$ cat src/pkg/ptm_defines.svh
/*
 period timer constants: register offsets, field positions, reset values and the timing count.
 assumes byte-wide registers on a plain strobe port; included by bare name.
*/
`ifndef PTM_DEFINES_SVH
`define PTM_DEFINES_SVH

// register offsets
`define PTM_ADDR_COUNT     4'h0
`define PTM_ADDR_CONTROL   4'h1
`define PTM_ADDR_PERIOD    4'h2
`define PTM_ADDR_FLAG      4'h3
`define PTM_ADDR_ENABLE    4'h4
`define PTM_ADDR_PRIORITY  4'h5
`define PTM_ADDR_CLEAR     4'h6

// control field positions and the interrupt bit
`define PTM_POST_HI        6
`define PTM_POST_LO        3
`define PTM_ON_BIT         2
`define PTM_PRE_HI         1
`define PTM_PRE_LO         0
`define PTM_IRQ_BIT        3

// reset values
`define PTM_PERIOD_RST     8'hff
`define PTM_CONTROL_RST    7'h00
`define PTM_COUNT_RST      8'h00

// prescaler terminal counts; the tick lands when the prescaler reaches these
`define PTM_PRE_LAST_DIV1  4'h0
`define PTM_PRE_LAST_DIV4  4'h3
`define PTM_PRE_LAST_DIV16 4'hf

// instruction clock is one quarter of the oscillator
`define PTM_OSC_PER_INSTR  4
`define PTM_INSTR_CYCLES   (`PTM_OSC_PER_INSTR / 4)

`endif

$ cat src/pkg/ptm_pkg.sv
/*
 period timer types: prescale selections and the bus answer type.
 assumes the defines header is compiled alongside.
*/
package ptm_pkg;
	typedef enum logic [1:0] {
		PTM_PRE_DIV1  = 2'b00,
		PTM_PRE_DIV4  = 2'b01,
		PTM_PRE_DIV16 = 2'b10,
		PTM_PRE_DIV16B = 2'b11
	} ptm_pre_t;

	typedef logic [7:0] ptm_byte_t;
	typedef logic [3:0] ptm_addr_t;
endpackage

$ cat src/core/ptm_timer.sv
/*
 8-bit period timer with prescaler, postscaler and match interrupt.
 assumes clk_in is the instruction clock and a synchronous bus master on the same clock.
*/
`timescale 1ns/1ns
`default_nettype none
`include "ptm_defines.svh"

module ptm_timer (
	input  wire logic               clk_in,
	input  wire logic               nrst_in,
	input  wire ptm_pkg::ptm_addr_t addr_in,
	input  wire ptm_pkg::ptm_byte_t wdata_in,
	input  wire logic               wr_in,
	input  wire logic               rd_in,
	output logic [7:0]              rdata_out,
	output logic                    pwm_match_out,
	output logic                    irq_out,
	output logic                    irq_high_prio_out
);
	import ptm_pkg::*;

	////////////////////////////////////////////////////////////////////////
	// registers
	logic [7:0] count_value_reg;
	logic [7:0] period_value_reg;
	logic [6:0] timer_control_reg;
	logic       match_irq_flag_reg;
	logic       match_irq_enable_reg;
	logic       match_irq_priority_reg;
	logic [3:0] pre_cnt_reg;
	logic [3:0] post_cnt_reg;
	logic       timer_on;
	logic [3:0] post_sel;
	ptm_pre_t   pre_sel;
	logic       wr_count;
	logic       wr_control;
	logic       wr_period;
	logic       wr_enable;
	logic       wr_priority;
	logic       wr_clear;
	logic       tick;
	logic       match_hit;
	logic       post_fire;

	// decoded write strobes
	assign wr_count   = wr_in && (addr_in == `PTM_ADDR_COUNT);
	assign wr_control = wr_in && (addr_in == `PTM_ADDR_CONTROL);
	assign wr_period   = wr_in && (addr_in == `PTM_ADDR_PERIOD);
	assign wr_enable   = wr_in && (addr_in == `PTM_ADDR_ENABLE);
	assign wr_priority = wr_in && (addr_in == `PTM_ADDR_PRIORITY);
	assign wr_clear    = wr_in && (addr_in == `PTM_ADDR_CLEAR) && wdata_in[`PTM_IRQ_BIT];

	// control fields
	// codes 10 and 11 of the prescale field both divide by sixteen
	assign timer_on = timer_control_reg[`PTM_ON_BIT];
	assign post_sel = timer_control_reg[`PTM_POST_HI:`PTM_POST_LO];
	assign pre_sel  = ptm_pre_t'(timer_control_reg[`PTM_PRE_HI:`PTM_PRE_LO]);

	// terminal count of the prescaler for a selection
	function automatic logic [3:0] pre_last(input ptm_pre_t sel);
		case (sel)
			PTM_PRE_DIV1:   pre_last = `PTM_PRE_LAST_DIV1;
			PTM_PRE_DIV4:   pre_last = `PTM_PRE_LAST_DIV4;
			default:        pre_last = `PTM_PRE_LAST_DIV16;
		endcase
	endfunction

	// one increment tick per prescale period, only while running; a count or control write in
	// the same cycle swallows the tick, so neither wrap nor increment slips under it
	assign tick      = timer_on && !wr_count && !wr_control && (pre_cnt_reg == pre_last(pre_sel));
	assign match_hit = tick && (count_value_reg == period_value_reg);
	assign post_fire = match_hit && (post_cnt_reg == post_sel);

	////////////////////////////////////////////////////////////////////////
	// control register; bit 7 never stored so it reads zero
	always_ff @(posedge clk_in) begin
		if (!nrst_in) begin
			timer_control_reg <= `PTM_CONTROL_RST;
		end else if (wr_control) begin
			timer_control_reg <= wdata_in[6:0];
		end
	end

	// period register
	always_ff @(posedge clk_in) begin
		if (!nrst_in) begin
			period_value_reg <= `PTM_PERIOD_RST;
		end else if (wr_period) begin
			period_value_reg <= wdata_in;
		end
	end

	// prescaler; stopped timer holds it so nothing toggles
	// a tick returns it to zero, so it never runs past the terminal count
	always_ff @(posedge clk_in) begin
		if (!nrst_in || wr_count || wr_control) begin
			pre_cnt_reg <= 4'h0;
		end else if (timer_on) begin
			pre_cnt_reg <= tick ? 4'h0 : pre_cnt_reg + 4'h1;
		end
	end

	// count register; software write wins over an increment
	always_ff @(posedge clk_in) begin
		if (!nrst_in) begin
			count_value_reg <= `PTM_COUNT_RST;
		end else if (wr_count) begin
			count_value_reg <= wdata_in;
		end else if (match_hit) begin
			count_value_reg <= 8'h00;
		end else if (tick) begin
			count_value_reg <= count_value_reg + 8'h01;
		end
	end

	// postscaler counts matches
	always_ff @(posedge clk_in) begin
		if (!nrst_in || wr_count || wr_control) begin
			post_cnt_reg <= 4'h0;
		end else if (match_hit) begin
			post_cnt_reg <= post_fire ? 4'h0 : post_cnt_reg + 4'h1;
		end
	end

	////////////////////////////////////////////////////////////////////////
	// flag: set beats a same-cycle clear so no event is lost
	// software clears it by writing a one to the flag's bit of the clear register
	always_ff @(posedge clk_in) begin
		if (!nrst_in) begin
			match_irq_flag_reg <= 1'b0;
		end else if (post_fire) begin
			match_irq_flag_reg <= 1'b1;
		end else if (wr_clear) begin
			match_irq_flag_reg <= 1'b0;
		end
	end

	// enable and priority bits at the flag's position
	always_ff @(posedge clk_in) begin
		if (!nrst_in) begin
			match_irq_enable_reg   <= 1'b0;
			match_irq_priority_reg <= 1'b0;
		end else begin
			if (wr_enable)
				match_irq_enable_reg <= wdata_in[`PTM_IRQ_BIT];
			if (wr_priority)
				match_irq_priority_reg <= wdata_in[`PTM_IRQ_BIT];
		end
	end

	// registered outputs; irq follows the flag one cycle later
	// irq_out is any enabled flag; the high-priority level adds the priority bit
	always_ff @(posedge clk_in) begin
		if (!nrst_in) begin
			irq_out           <= 1'b0;
			irq_high_prio_out <= 1'b0;
			pwm_match_out     <= 1'b0;
		end else begin
			irq_out           <= match_irq_flag_reg && match_irq_enable_reg;
			irq_high_prio_out <= match_irq_flag_reg && match_irq_enable_reg && match_irq_priority_reg;
			pwm_match_out     <= match_hit;
		end
	end

	////////////////////////////////////////////////////////////////////////
	// read port, data valid the cycle after the strobe
	// unmapped offsets and the write-only clear register read as zero
	always_ff @(posedge clk_in) begin
		if (!nrst_in || !rd_in) begin
			rdata_out <= 8'h00;
		end else begin
			case (addr_in)
				`PTM_ADDR_COUNT:    rdata_out <= count_value_reg;
				`PTM_ADDR_CONTROL:  rdata_out <= {1'b0, timer_control_reg};
				`PTM_ADDR_PERIOD:   rdata_out <= period_value_reg;
				`PTM_ADDR_FLAG:     rdata_out <= 8'(match_irq_flag_reg) << `PTM_IRQ_BIT;
				`PTM_ADDR_ENABLE:   rdata_out <= 8'(match_irq_enable_reg) << `PTM_IRQ_BIT;
				`PTM_ADDR_PRIORITY: rdata_out <= 8'(match_irq_priority_reg) << `PTM_IRQ_BIT;
				default:            rdata_out <= 8'h00;
			endcase
		end
	end

	////////////////////////////////////////////////////////////////////////
	// checks
	// every check sleeps through reset except the two that watch it on purpose
	wrap_to_zero_a: assert property (@(posedge clk_in) disable iff (!nrst_in)
		match_hit && !wr_count |=> count_value_reg == 8'h00)
		else $error("count did not wrap after period match");
	period_reset_a: assert property (@(posedge clk_in)
		!nrst_in |=> period_value_reg == 8'hff)
		else $error("period not all ones after reset");
	count_reset_a: assert property (@(posedge clk_in)
		!nrst_in |=> count_value_reg == 8'h00)
		else $error("count not cleared by reset");
	div4_spacing_a: assert property (@(posedge clk_in) disable iff (!nrst_in)
		tick && pre_sel == PTM_PRE_DIV4 |-> pre_cnt_reg == 4'h3)
		else $error("divide by four ticked early");
	post_fire_a: assert property (@(posedge clk_in) disable iff (!nrst_in)
		post_fire |=> match_irq_flag_reg)
		else $error("postscaled match did not set flag");
	scaler_clear_a: assert property (@(posedge clk_in) disable iff (!nrst_in)
		wr_count || wr_control |=> pre_cnt_reg == 4'h0 && post_cnt_reg == 4'h0)
		else $error("scalers not cleared by write");
	ctrl_keeps_count_a: assert property (@(posedge clk_in) disable iff (!nrst_in)
		wr_control |=> $stable(count_value_reg))
		else $error("control write changed count");
	off_holds_a: assert property (@(posedge clk_in) disable iff (!nrst_in)
		!timer_on && !wr_count |=> $stable(count_value_reg))
		else $error("stopped timer moved");
	irq_level_a: assert property (@(posedge clk_in) disable iff (!nrst_in)
		match_irq_flag_reg && match_irq_enable_reg |=> irq_out)
		else $error("enabled flag gave no interrupt");
	pwm_pulse_a: assert property (@(posedge clk_in) disable iff (!nrst_in)
		match_hit |=> pwm_match_out)
		else $error("match pulse not sent to pwm");
	top_bit_zero_a: assert property (@(posedge clk_in) disable iff (!nrst_in)
		rd_in && addr_in == `PTM_ADDR_CONTROL |=> !rdata_out[7])
		else $error("control top bit read as one");

	// prescaler checks: steps by one, divide by one and divide by sixteen end on their own terminal counts
	prescale_step_a: assert property (@(posedge clk_in) disable iff (!nrst_in)
		timer_on && !tick && !wr_count && !wr_control |=> pre_cnt_reg == $past(pre_cnt_reg) + 4'h1)
		else $error("prescaler skipped a step");
	div1_every_a: assert property (@(posedge clk_in) disable iff (!nrst_in)
		timer_on && pre_sel == PTM_PRE_DIV1 && !wr_count && !wr_control |-> tick)
		else $error("divide by one missed a tick");
	div16_last_a: assert property (@(posedge clk_in) disable iff (!nrst_in)
		tick && pre_sel[1] |-> pre_cnt_reg == 4'hf)
		else $error("divide by sixteen ticked early");
	off_prescale_a: assert property (@(posedge clk_in) disable iff (!nrst_in)
		!timer_on && !wr_count && !wr_control |=> $stable(pre_cnt_reg))
		else $error("stopped prescaler moved");

	// count, period, control and postscaler checks
	count_step_a: assert property (@(posedge clk_in) disable iff (!nrst_in)
		tick && !match_hit |=> count_value_reg == $past(count_value_reg) + 8'h01)
		else $error("count did not step by one");
	count_write_a: assert property (@(posedge clk_in) disable iff (!nrst_in)
		wr_count |=> count_value_reg == $past(wdata_in))
		else $error("count write not taken");
	period_write_a: assert property (@(posedge clk_in) disable iff (!nrst_in)
		wr_period |=> period_value_reg == $past(wdata_in))
		else $error("period write not taken");
	control_write_a: assert property (@(posedge clk_in) disable iff (!nrst_in)
		wr_control |=> timer_control_reg == $past(wdata_in[6:0]))
		else $error("control write not taken");
	post_bound_a: assert property (@(posedge clk_in) disable iff (!nrst_in)
		!(post_cnt_reg > post_sel))
		else $error("postscaler ran past its selection");

	// interrupt checks: sticky flag, clear and both levels; then the quiet pwm pulse
	flag_sticky_a: assert property (@(posedge clk_in) disable iff (!nrst_in)
		match_irq_flag_reg && !wr_clear |=> match_irq_flag_reg)
		else $error("flag dropped without a clear");
	flag_clear_a: assert property (@(posedge clk_in) disable iff (!nrst_in)
		wr_clear && !post_fire |=> !match_irq_flag_reg)
		else $error("flag survived a clear");
	irq_off_a: assert property (@(posedge clk_in) disable iff (!nrst_in)
		!(match_irq_flag_reg && match_irq_enable_reg) |=> !irq_out)
		else $error("interrupt without an enabled flag");
	prio_level_a: assert property (@(posedge clk_in) disable iff (!nrst_in)
		match_irq_flag_reg && match_irq_enable_reg && match_irq_priority_reg |=> irq_high_prio_out)
		else $error("high priority level missing");
	prio_low_a: assert property (@(posedge clk_in) disable iff (!nrst_in)
		!match_irq_priority_reg |=> !irq_high_prio_out)
		else $error("high priority level without priority bit");
	pwm_quiet_a: assert property (@(posedge clk_in) disable iff (!nrst_in)
		!match_hit |=> !pwm_match_out)
		else $error("match pulse without a match");

	// read port checks
	read_idle_a: assert property (@(posedge clk_in) disable iff (!nrst_in)
		!rd_in |=> rdata_out == 8'h00)
		else $error("read data without a read");
	read_count_a: assert property (@(posedge clk_in) disable iff (!nrst_in)
		rd_in && addr_in == `PTM_ADDR_COUNT |=> rdata_out == $past(count_value_reg))
		else $error("count read back wrong");
	read_period_a: assert property (@(posedge clk_in) disable iff (!nrst_in)
		rd_in && addr_in == `PTM_ADDR_PERIOD |=> rdata_out == $past(period_value_reg))
		else $error("period read back wrong");

	wrap_seen_c: cover property (@(posedge clk_in) disable iff (!nrst_in) match_hit);
	flag_seen_c: cover property (@(posedge clk_in) disable iff (!nrst_in) post_fire && post_sel != 4'h0);
	div16_seen_c: cover property (@(posedge clk_in) disable iff (!nrst_in) tick && pre_sel[1]);
	irq_seen_c: cover property (@(posedge clk_in) disable iff (!nrst_in) irq_out);
	ctrl_run_c: cover property (@(posedge clk_in) disable iff (!nrst_in) wr_control && timer_on);
endmodule

`default_nettype wire

$ cat config.mk
export PLATFORM = sky130hd
export DESIGN_NAME = ptm_timer
export DESIGN_NICKNAME = d
export VERILOG_FILES = /design/src/pkg/ptm_pkg.sv /design/src/core/ptm_timer.sv
export VERILOG_INCLUDE_DIRS = /design/src /design/src/pkg
export SDC_FILE = /design/constraint.sdc
export NUM_CORES = 1
export LEC_CHECK = 0
export ABC_AREA = 1
export BUFFER_PORTS_ARGS = -buffer_cell sky130_fd_sc_hd__buf_4
export CORE_MARGIN = 5
export CORE_UTILIZATION = 55
export CTS_BUF_LIST = sky130_fd_sc_hd__clkbuf_8
export CTS_CLUSTER_DIAMETER = 80
export DETAILED_ROUTE_END_ITERATION = 6
export HOLD_SLACK_MARGIN = 0.12
export PLACE_DENSITY = 0.78
export SLEW_MARGIN = 20
export SYNTH_ARGS = -nofsm -noshare
export SYNTH_HDL_FRONTEND = slang
export SYNTH_SLANG_ARGS = --single-unit
$ cat constraint.sdc
create_clock -name clk_in -period 1.25 [get_ports clk_in]
set_input_delay 0.1875 -clock clk_in [delete_from_list [all_inputs] [get_ports clk_in]]
set_output_delay 0.1875 -clock clk_in [all_outputs]
set_load 0.02 [all_outputs]
**Word level (Yosys, flattened, before mapping)**

Index checks and enable logic that the tools add are counted.

- $lt $le $gt $ge: 0
- Bitwise logic cells: 0
- Shift operators: 0
- $add $sub $neg: 3
- Multiplexer cells: 9
- Multipliers: 0
- Reductions and logical operators: 25
- Divide/modulo/power cells: 0
- Equal/unequal tests: 10

Operators by type and width:

| operator | number |
|---|---|
| 8-bit case mux with 6 select lines | 1 |
| 8-bit 2-to-1 mux | 3 |
| 1-bit logical AND | 14 |
| 4-bit by 3-bit == test with 1-bit output (second input constant) | 3 |
| 4-bit by 1-bit adder with 4-bit output (second input constant) | 2 |
| 8-bit by 1-bit adder with 8-bit output (second input constant) | 1 |
| 4-bit by 2-bit == test with 1-bit output (second input constant) | 2 |
| 4-bit == test | 2 |
| 8-bit == test | 1 |
| 4-bit 2-to-1 mux | 2 |
| 4-bit case mux with 2 select lines | 1 |
| 4-bit by 1-bit == test with 1-bit output (second input constant) | 1 |
| 1-bit zero test | 4 |
| 4-bit zero test | 1 |
| 1-bit logical OR | 3 |
| 3-bit nonzero test | 1 |
| 2-bit by 1-bit == test with 1-bit output (second input constant) | 1 |
| 2-bit zero test | 1 |
| 1-bit 2-to-1 mux | 2 |
| 2-bit nonzero test | 1 |

- RAM bits: 0
- Output and inout port bits: 11
- Register bits: 45
- ROM bits: 0
- Bits in latches: 0
- Memories: 0
- Word-level logic and storage cells: 59

**Longest topological paths before layout**

- Depth in word-level cells: 9
- Depth in mapped cells: 11

**Worst setup path before layout**

No wires, ideal clock.

- Path kind: reg2reg
- Start: reg count_value_reg[5]
- End: reg post_cnt_reg[2]
- Setup slack: -0.049 ns
- Data arrival time: 1.185 ns
- Data required time: 1.136 ns
- Period minus slack after synthesis: 1.299 ns
- Cell stages (with the launch flop): 11
- Cells stage by stage: dfxtp_1 -> inv_1 -> nand2_1 -> nand2_1 -> inv_1 -> nor2_1 -> nand2_1 -> nor2_4 -> nand3_1 -> nand2_2 -> nor2_1

- Word-level cells in the longest chain between the ends: 4

Ends and longest elaborated chain:

| what | line | RTL |
|---|---|---|
| start, declared | ptm_timer.sv:25 | `logic [7:0] count_value_reg;` |
| start signal, assigned | ptm_timer.sv:107 | `` count_value_reg <= `PTM_COUNT_RST; `` |
| start signal, assigned | ptm_timer.sv:109 | `count_value_reg <= wdata_in;` |
| start signal, assigned | ptm_timer.sv:113 | `count_value_reg <= count_value_reg + 8'h01;` |
| 8-bit == test * | ptm_timer.sv:72 | `assign match_hit = tick && (count_value_reg == period_value_reg);` |
| 1-bit logical AND * | ptm_timer.sv:72 |  |
| 1-bit logical AND | ptm_timer.sv:73 | `assign post_fire = match_hit && (post_cnt_reg == post_sel);` |
| 4-bit 2-to-1 mux | ptm_timer.sv:122 | `post_cnt_reg <= post_fire ? 4'h0 : post_cnt_reg + 4'h1;` |
| end signal, assigned | ptm_timer.sv:122 |  |
| end, declared | ptm_timer.sv:32 | `logic [3:0] post_cnt_reg;` |

Mark *: on every way between the ends. The rest lies on a longest branch, timed or not.
A chain may end at the register's enable or synchronous reset.

**Final worst setup path**

- Start: reg count_value_reg[1]
- End: reg post_cnt_reg[0]

Same word-level chain as after synthesis.

==> flow_summary_export.csv <==
group,metric,value,unit
critical_path,crit_path_cell_trace,"xor2_1 -> nor2_1 -> nand2_1 -> nor2_4 -> nand3_4 -> nand2_4 -> a21oi_1",
placement,placed_cells,489,
synthesis,synth-compound-area-share,10.86,%
clock_network,clk_path_buf_depth,2,
clock_network,clkLatencyLatePin,0.31,ns
clock_network,cts_max_level,2,
synthesis,post_synth_and_or_nand_nor_area_fraction,34.36,%
synthesis,synth_edf_count,0,
synthesis,yosys_warnings,0,
detailed_routing,wl_per_cell,14.93,um
run,cap_viol_max_count,0,
synthesis,synth_area_per_cell,6.940,um2
cells_and_area,multiInputGateArea,1421,um2
status,violations,"setup timing",
pwr,p_leak,0.001638,uW
placement,place_area,3194,um2
critical_path,cp_top_family,"simple AND/OR/NAND/NOR gates",
detailed_routing,vias_per_cell,5.354,
synthesis,synth.area.top_cells,"dfxtp_1 36%, nand2_1 14%, inv_1 8.7%",
cells_and_area,n_antenna_cell,0,
detailed_routing,vias,2709,
synthesis,ys_ff_latch,45,
placement,place_congestion,0.9137,
cells_and_area,fin_area,3475,um2
floorplanning,dieHeight,77.59,um
floorplanning,start_util,57.31,%
critical_path,critPathArrivalTime,1.67,ns
detailed_routing,drc_errors,0,
sta,finalWorstSetupSlack,-0.2141,ns
critical_path,end_kind,"flop",
clock_network,cts_tree,"done",
critical_path,cp.required,1.45,ns
floorplanning,die_w,77.59,um
pwr,irDropWorstVdd,0.0006876,V
sta,fin_tns_setup,-1.509,ns
grt,grt_use_total,23.98,%
detailed_routing,routed_wl,7556,um
synthesis,yosysTopAreaCellShare,35.86,%
grt,grt_pass1_wl,11720,um
detailed_routing,ant_nets,0,
synthesis,synth_area,2512,um2
sta,hold_violations,0,
synthesis,synth_top_area_cell,"dfxtp_1",
critical_path,worst_path_largest_cell_delay,0.38,ns
clock_network,clk_pin_slew_worst_paths,0.09,ns
pwr,swShare,26.79,%
cells_and_area,fin_nets,472,
pwr,clock_power_share,34.0,%
synthesis,synth-xor-area-share,5.578,%
min_path,worstHoldPathType,"in -> reg",
cells_and_area,regArea,924.6,um2
synthesis,synth_common_cells,"93 x nand2_1, 58 x inv_1, 45 x dfxtp_1",
clock_network,clock_sinks,45,
sta,skew,0.008396,ns
critical_path,path_class,"reg -> reg",
floorplanning,fp.dieArea,6019,um2
grt,antenna_found_initial,0,
grt,grt-ovfl-total,0,
status,status,"finished, violations left",
floorplanning,fp-row-count,24,
detailed_routing,first_pass_iters,5,
critical_path,crit_slowest_cell,"dfxtp_4",
synthesis,muxShareOfSynthArea,0,%
placement,post-dp-hpwl,5236,um
sta,slew_violations,0,
cells_and_area,fin_util,79.25,%
synthesis,synth-seq-area-share,35.86,%
sta,setup_viol,14,
floorplanning,io_pins,27,
clock_network,cts-buffers-inserted,5,
sta,period_share,117.1,%
synthesis,synth_nets,381,
clock_network,cts_root_buf,"clkbuf_8",
pwr,pwr-share-comb,11.8,%
placement,port_buffers,26,
synthesis,synth.most_common_cell,"nand2_1",
cells_and_area,fin_cells,506,
detailed_routing,drt_iter0_drc,272,
cells_and_area,nFillCells,298,
sta,slew_headroom,77.41,%
critical_path,cp-start-kind,"flop",
floorplanning,fp.coreArea,4384,um2
synthesis,synthCells,362,
pwr,seqPwrFrac,54.2,%
grt,grt_pass1_vias,2552,
synthesis,synthFlopType,"dfxtp_1",
pwr,internal_power,1976,uW
critical_path,cp_max_fo,7,
pwr,p_sw,723.1,uW
sta,fmax,0.6830,GHz
sta,min_period,1.464,ns
placement,post-place-ws,-0.1474,ns
cells_and_area,areaGrowthSynthToFinish,38.30,%
pwr,p_per_area,776.9,nW/um2
cells_and_area,drive_above_1_share,37.89,%
sta,rsz0062_at_grt,"true",
sta,worst_slew_pin_slew,0.3363,ns
synthesis,synth_top_family_by_area,"simple AND/OR/NAND/NOR gates",
grt,grt_max_degree,17,
critical_path,crit_buf_inv,0,
synthesis,async_reset_ff_share,0,%
synthesis,synthAdderAreaFrac,1.494,%
synthesis,synthDistinctLibCells,29,
logic make-up after synthesis:
| kind of cell | after synthesis |
|---|---|
| flops | 45 |
| xor+xnor | 16 |
| buf+inv | 72 |
| simple gates | 178 |
| compound gates | 48 |
| fa+ha+maj | 3 |
layout make-up:
cell class	count	share of cell area, %
multi-input combinational	246	40.91
timing repair buffer	95	21.64
clock buffer	5	1.981
tap	52	1.873
sequential	45	26.61
inverter	60	6.482
clock inverter	3	0.5041
worst reg2reg max path: stages (launching register included):
cell     delay, ns
dfxtp_4       0.38
xor2_1        0.18
nor2_1        0.14
nand2_1       0.10
nor2_4        0.26
nand3_4       0.14
nand2_4       0.12
a21oi_1       0.05
layer usage:
layer  global-route usage (%)  routed length (um)
met5                        0                   0
met4                    8.591                 242
met3                    4.977                 460
met2                    40.90                3795
met1                    29.67                3058
path summary, 6_finish.rpt:
path | startpoint | to | slack, ns | cells after the start
min reg2reg | match_irq_priority_reg | irq_high_prio_out | 0.47 | 2
max | count_value_reg[1] | post_cnt_reg[0] | -0.21 | 7
max reg2reg | count_value_reg[1] | post_cnt_reg[0] | -0.21 | 7
min | wdata_in[5] | period_value_reg[5] | 0.13 | 3
placed cells by master (no fill, tap or decap), types with 6 or more instances in the layout:
cell,instances
a21oi_1,19
buf_4,89
dfxtp_1,32
dfxtp_2,10
inv_1,50
inv_2,10
nand2_1,84
nand2_2,11
nand3_1,15
nand3_2,14
nand4_1,13
nor2_1,20
nor2_2,6
o211ai_1,6
o21ai_0,12
xor2_1,12
power groups by stage:
stage                     Clock [uW]  Combinational (uW)  Sequential, uW
after floorplan                    0                 132            1500
after global placement             0                 281            1500
after detailed placement           0                 286            1500
after CTS                        920                 304            1470
after global routing             992                 345            1470
final                            918                 318            1460
per-stage QoR:
step / hold WS, ns / total power, uW
2_1_floorplan: 0.3138 / 1631
3_3_place_gp: 0.4259 / 1780
3_5_place_dp: 0.4285 / 1785
4_1_cts: 0.1225 / 2691
5_1_grt: 0.1270 / 2802
6_report: 0.1251 / 2700
timing repair:
action | CTS | global route
endpoints found under the setup margin | 15 | 16
hold buffers | 1 | 0
resized for setup | 18 | 31
pin swaps | 15 | 11
setup buffers | 5 | 2
cloned | 1 | 0
endpoints found under the hold margin | 1 | 0
No activity file was read; power rests on OpenSTA's default activity.
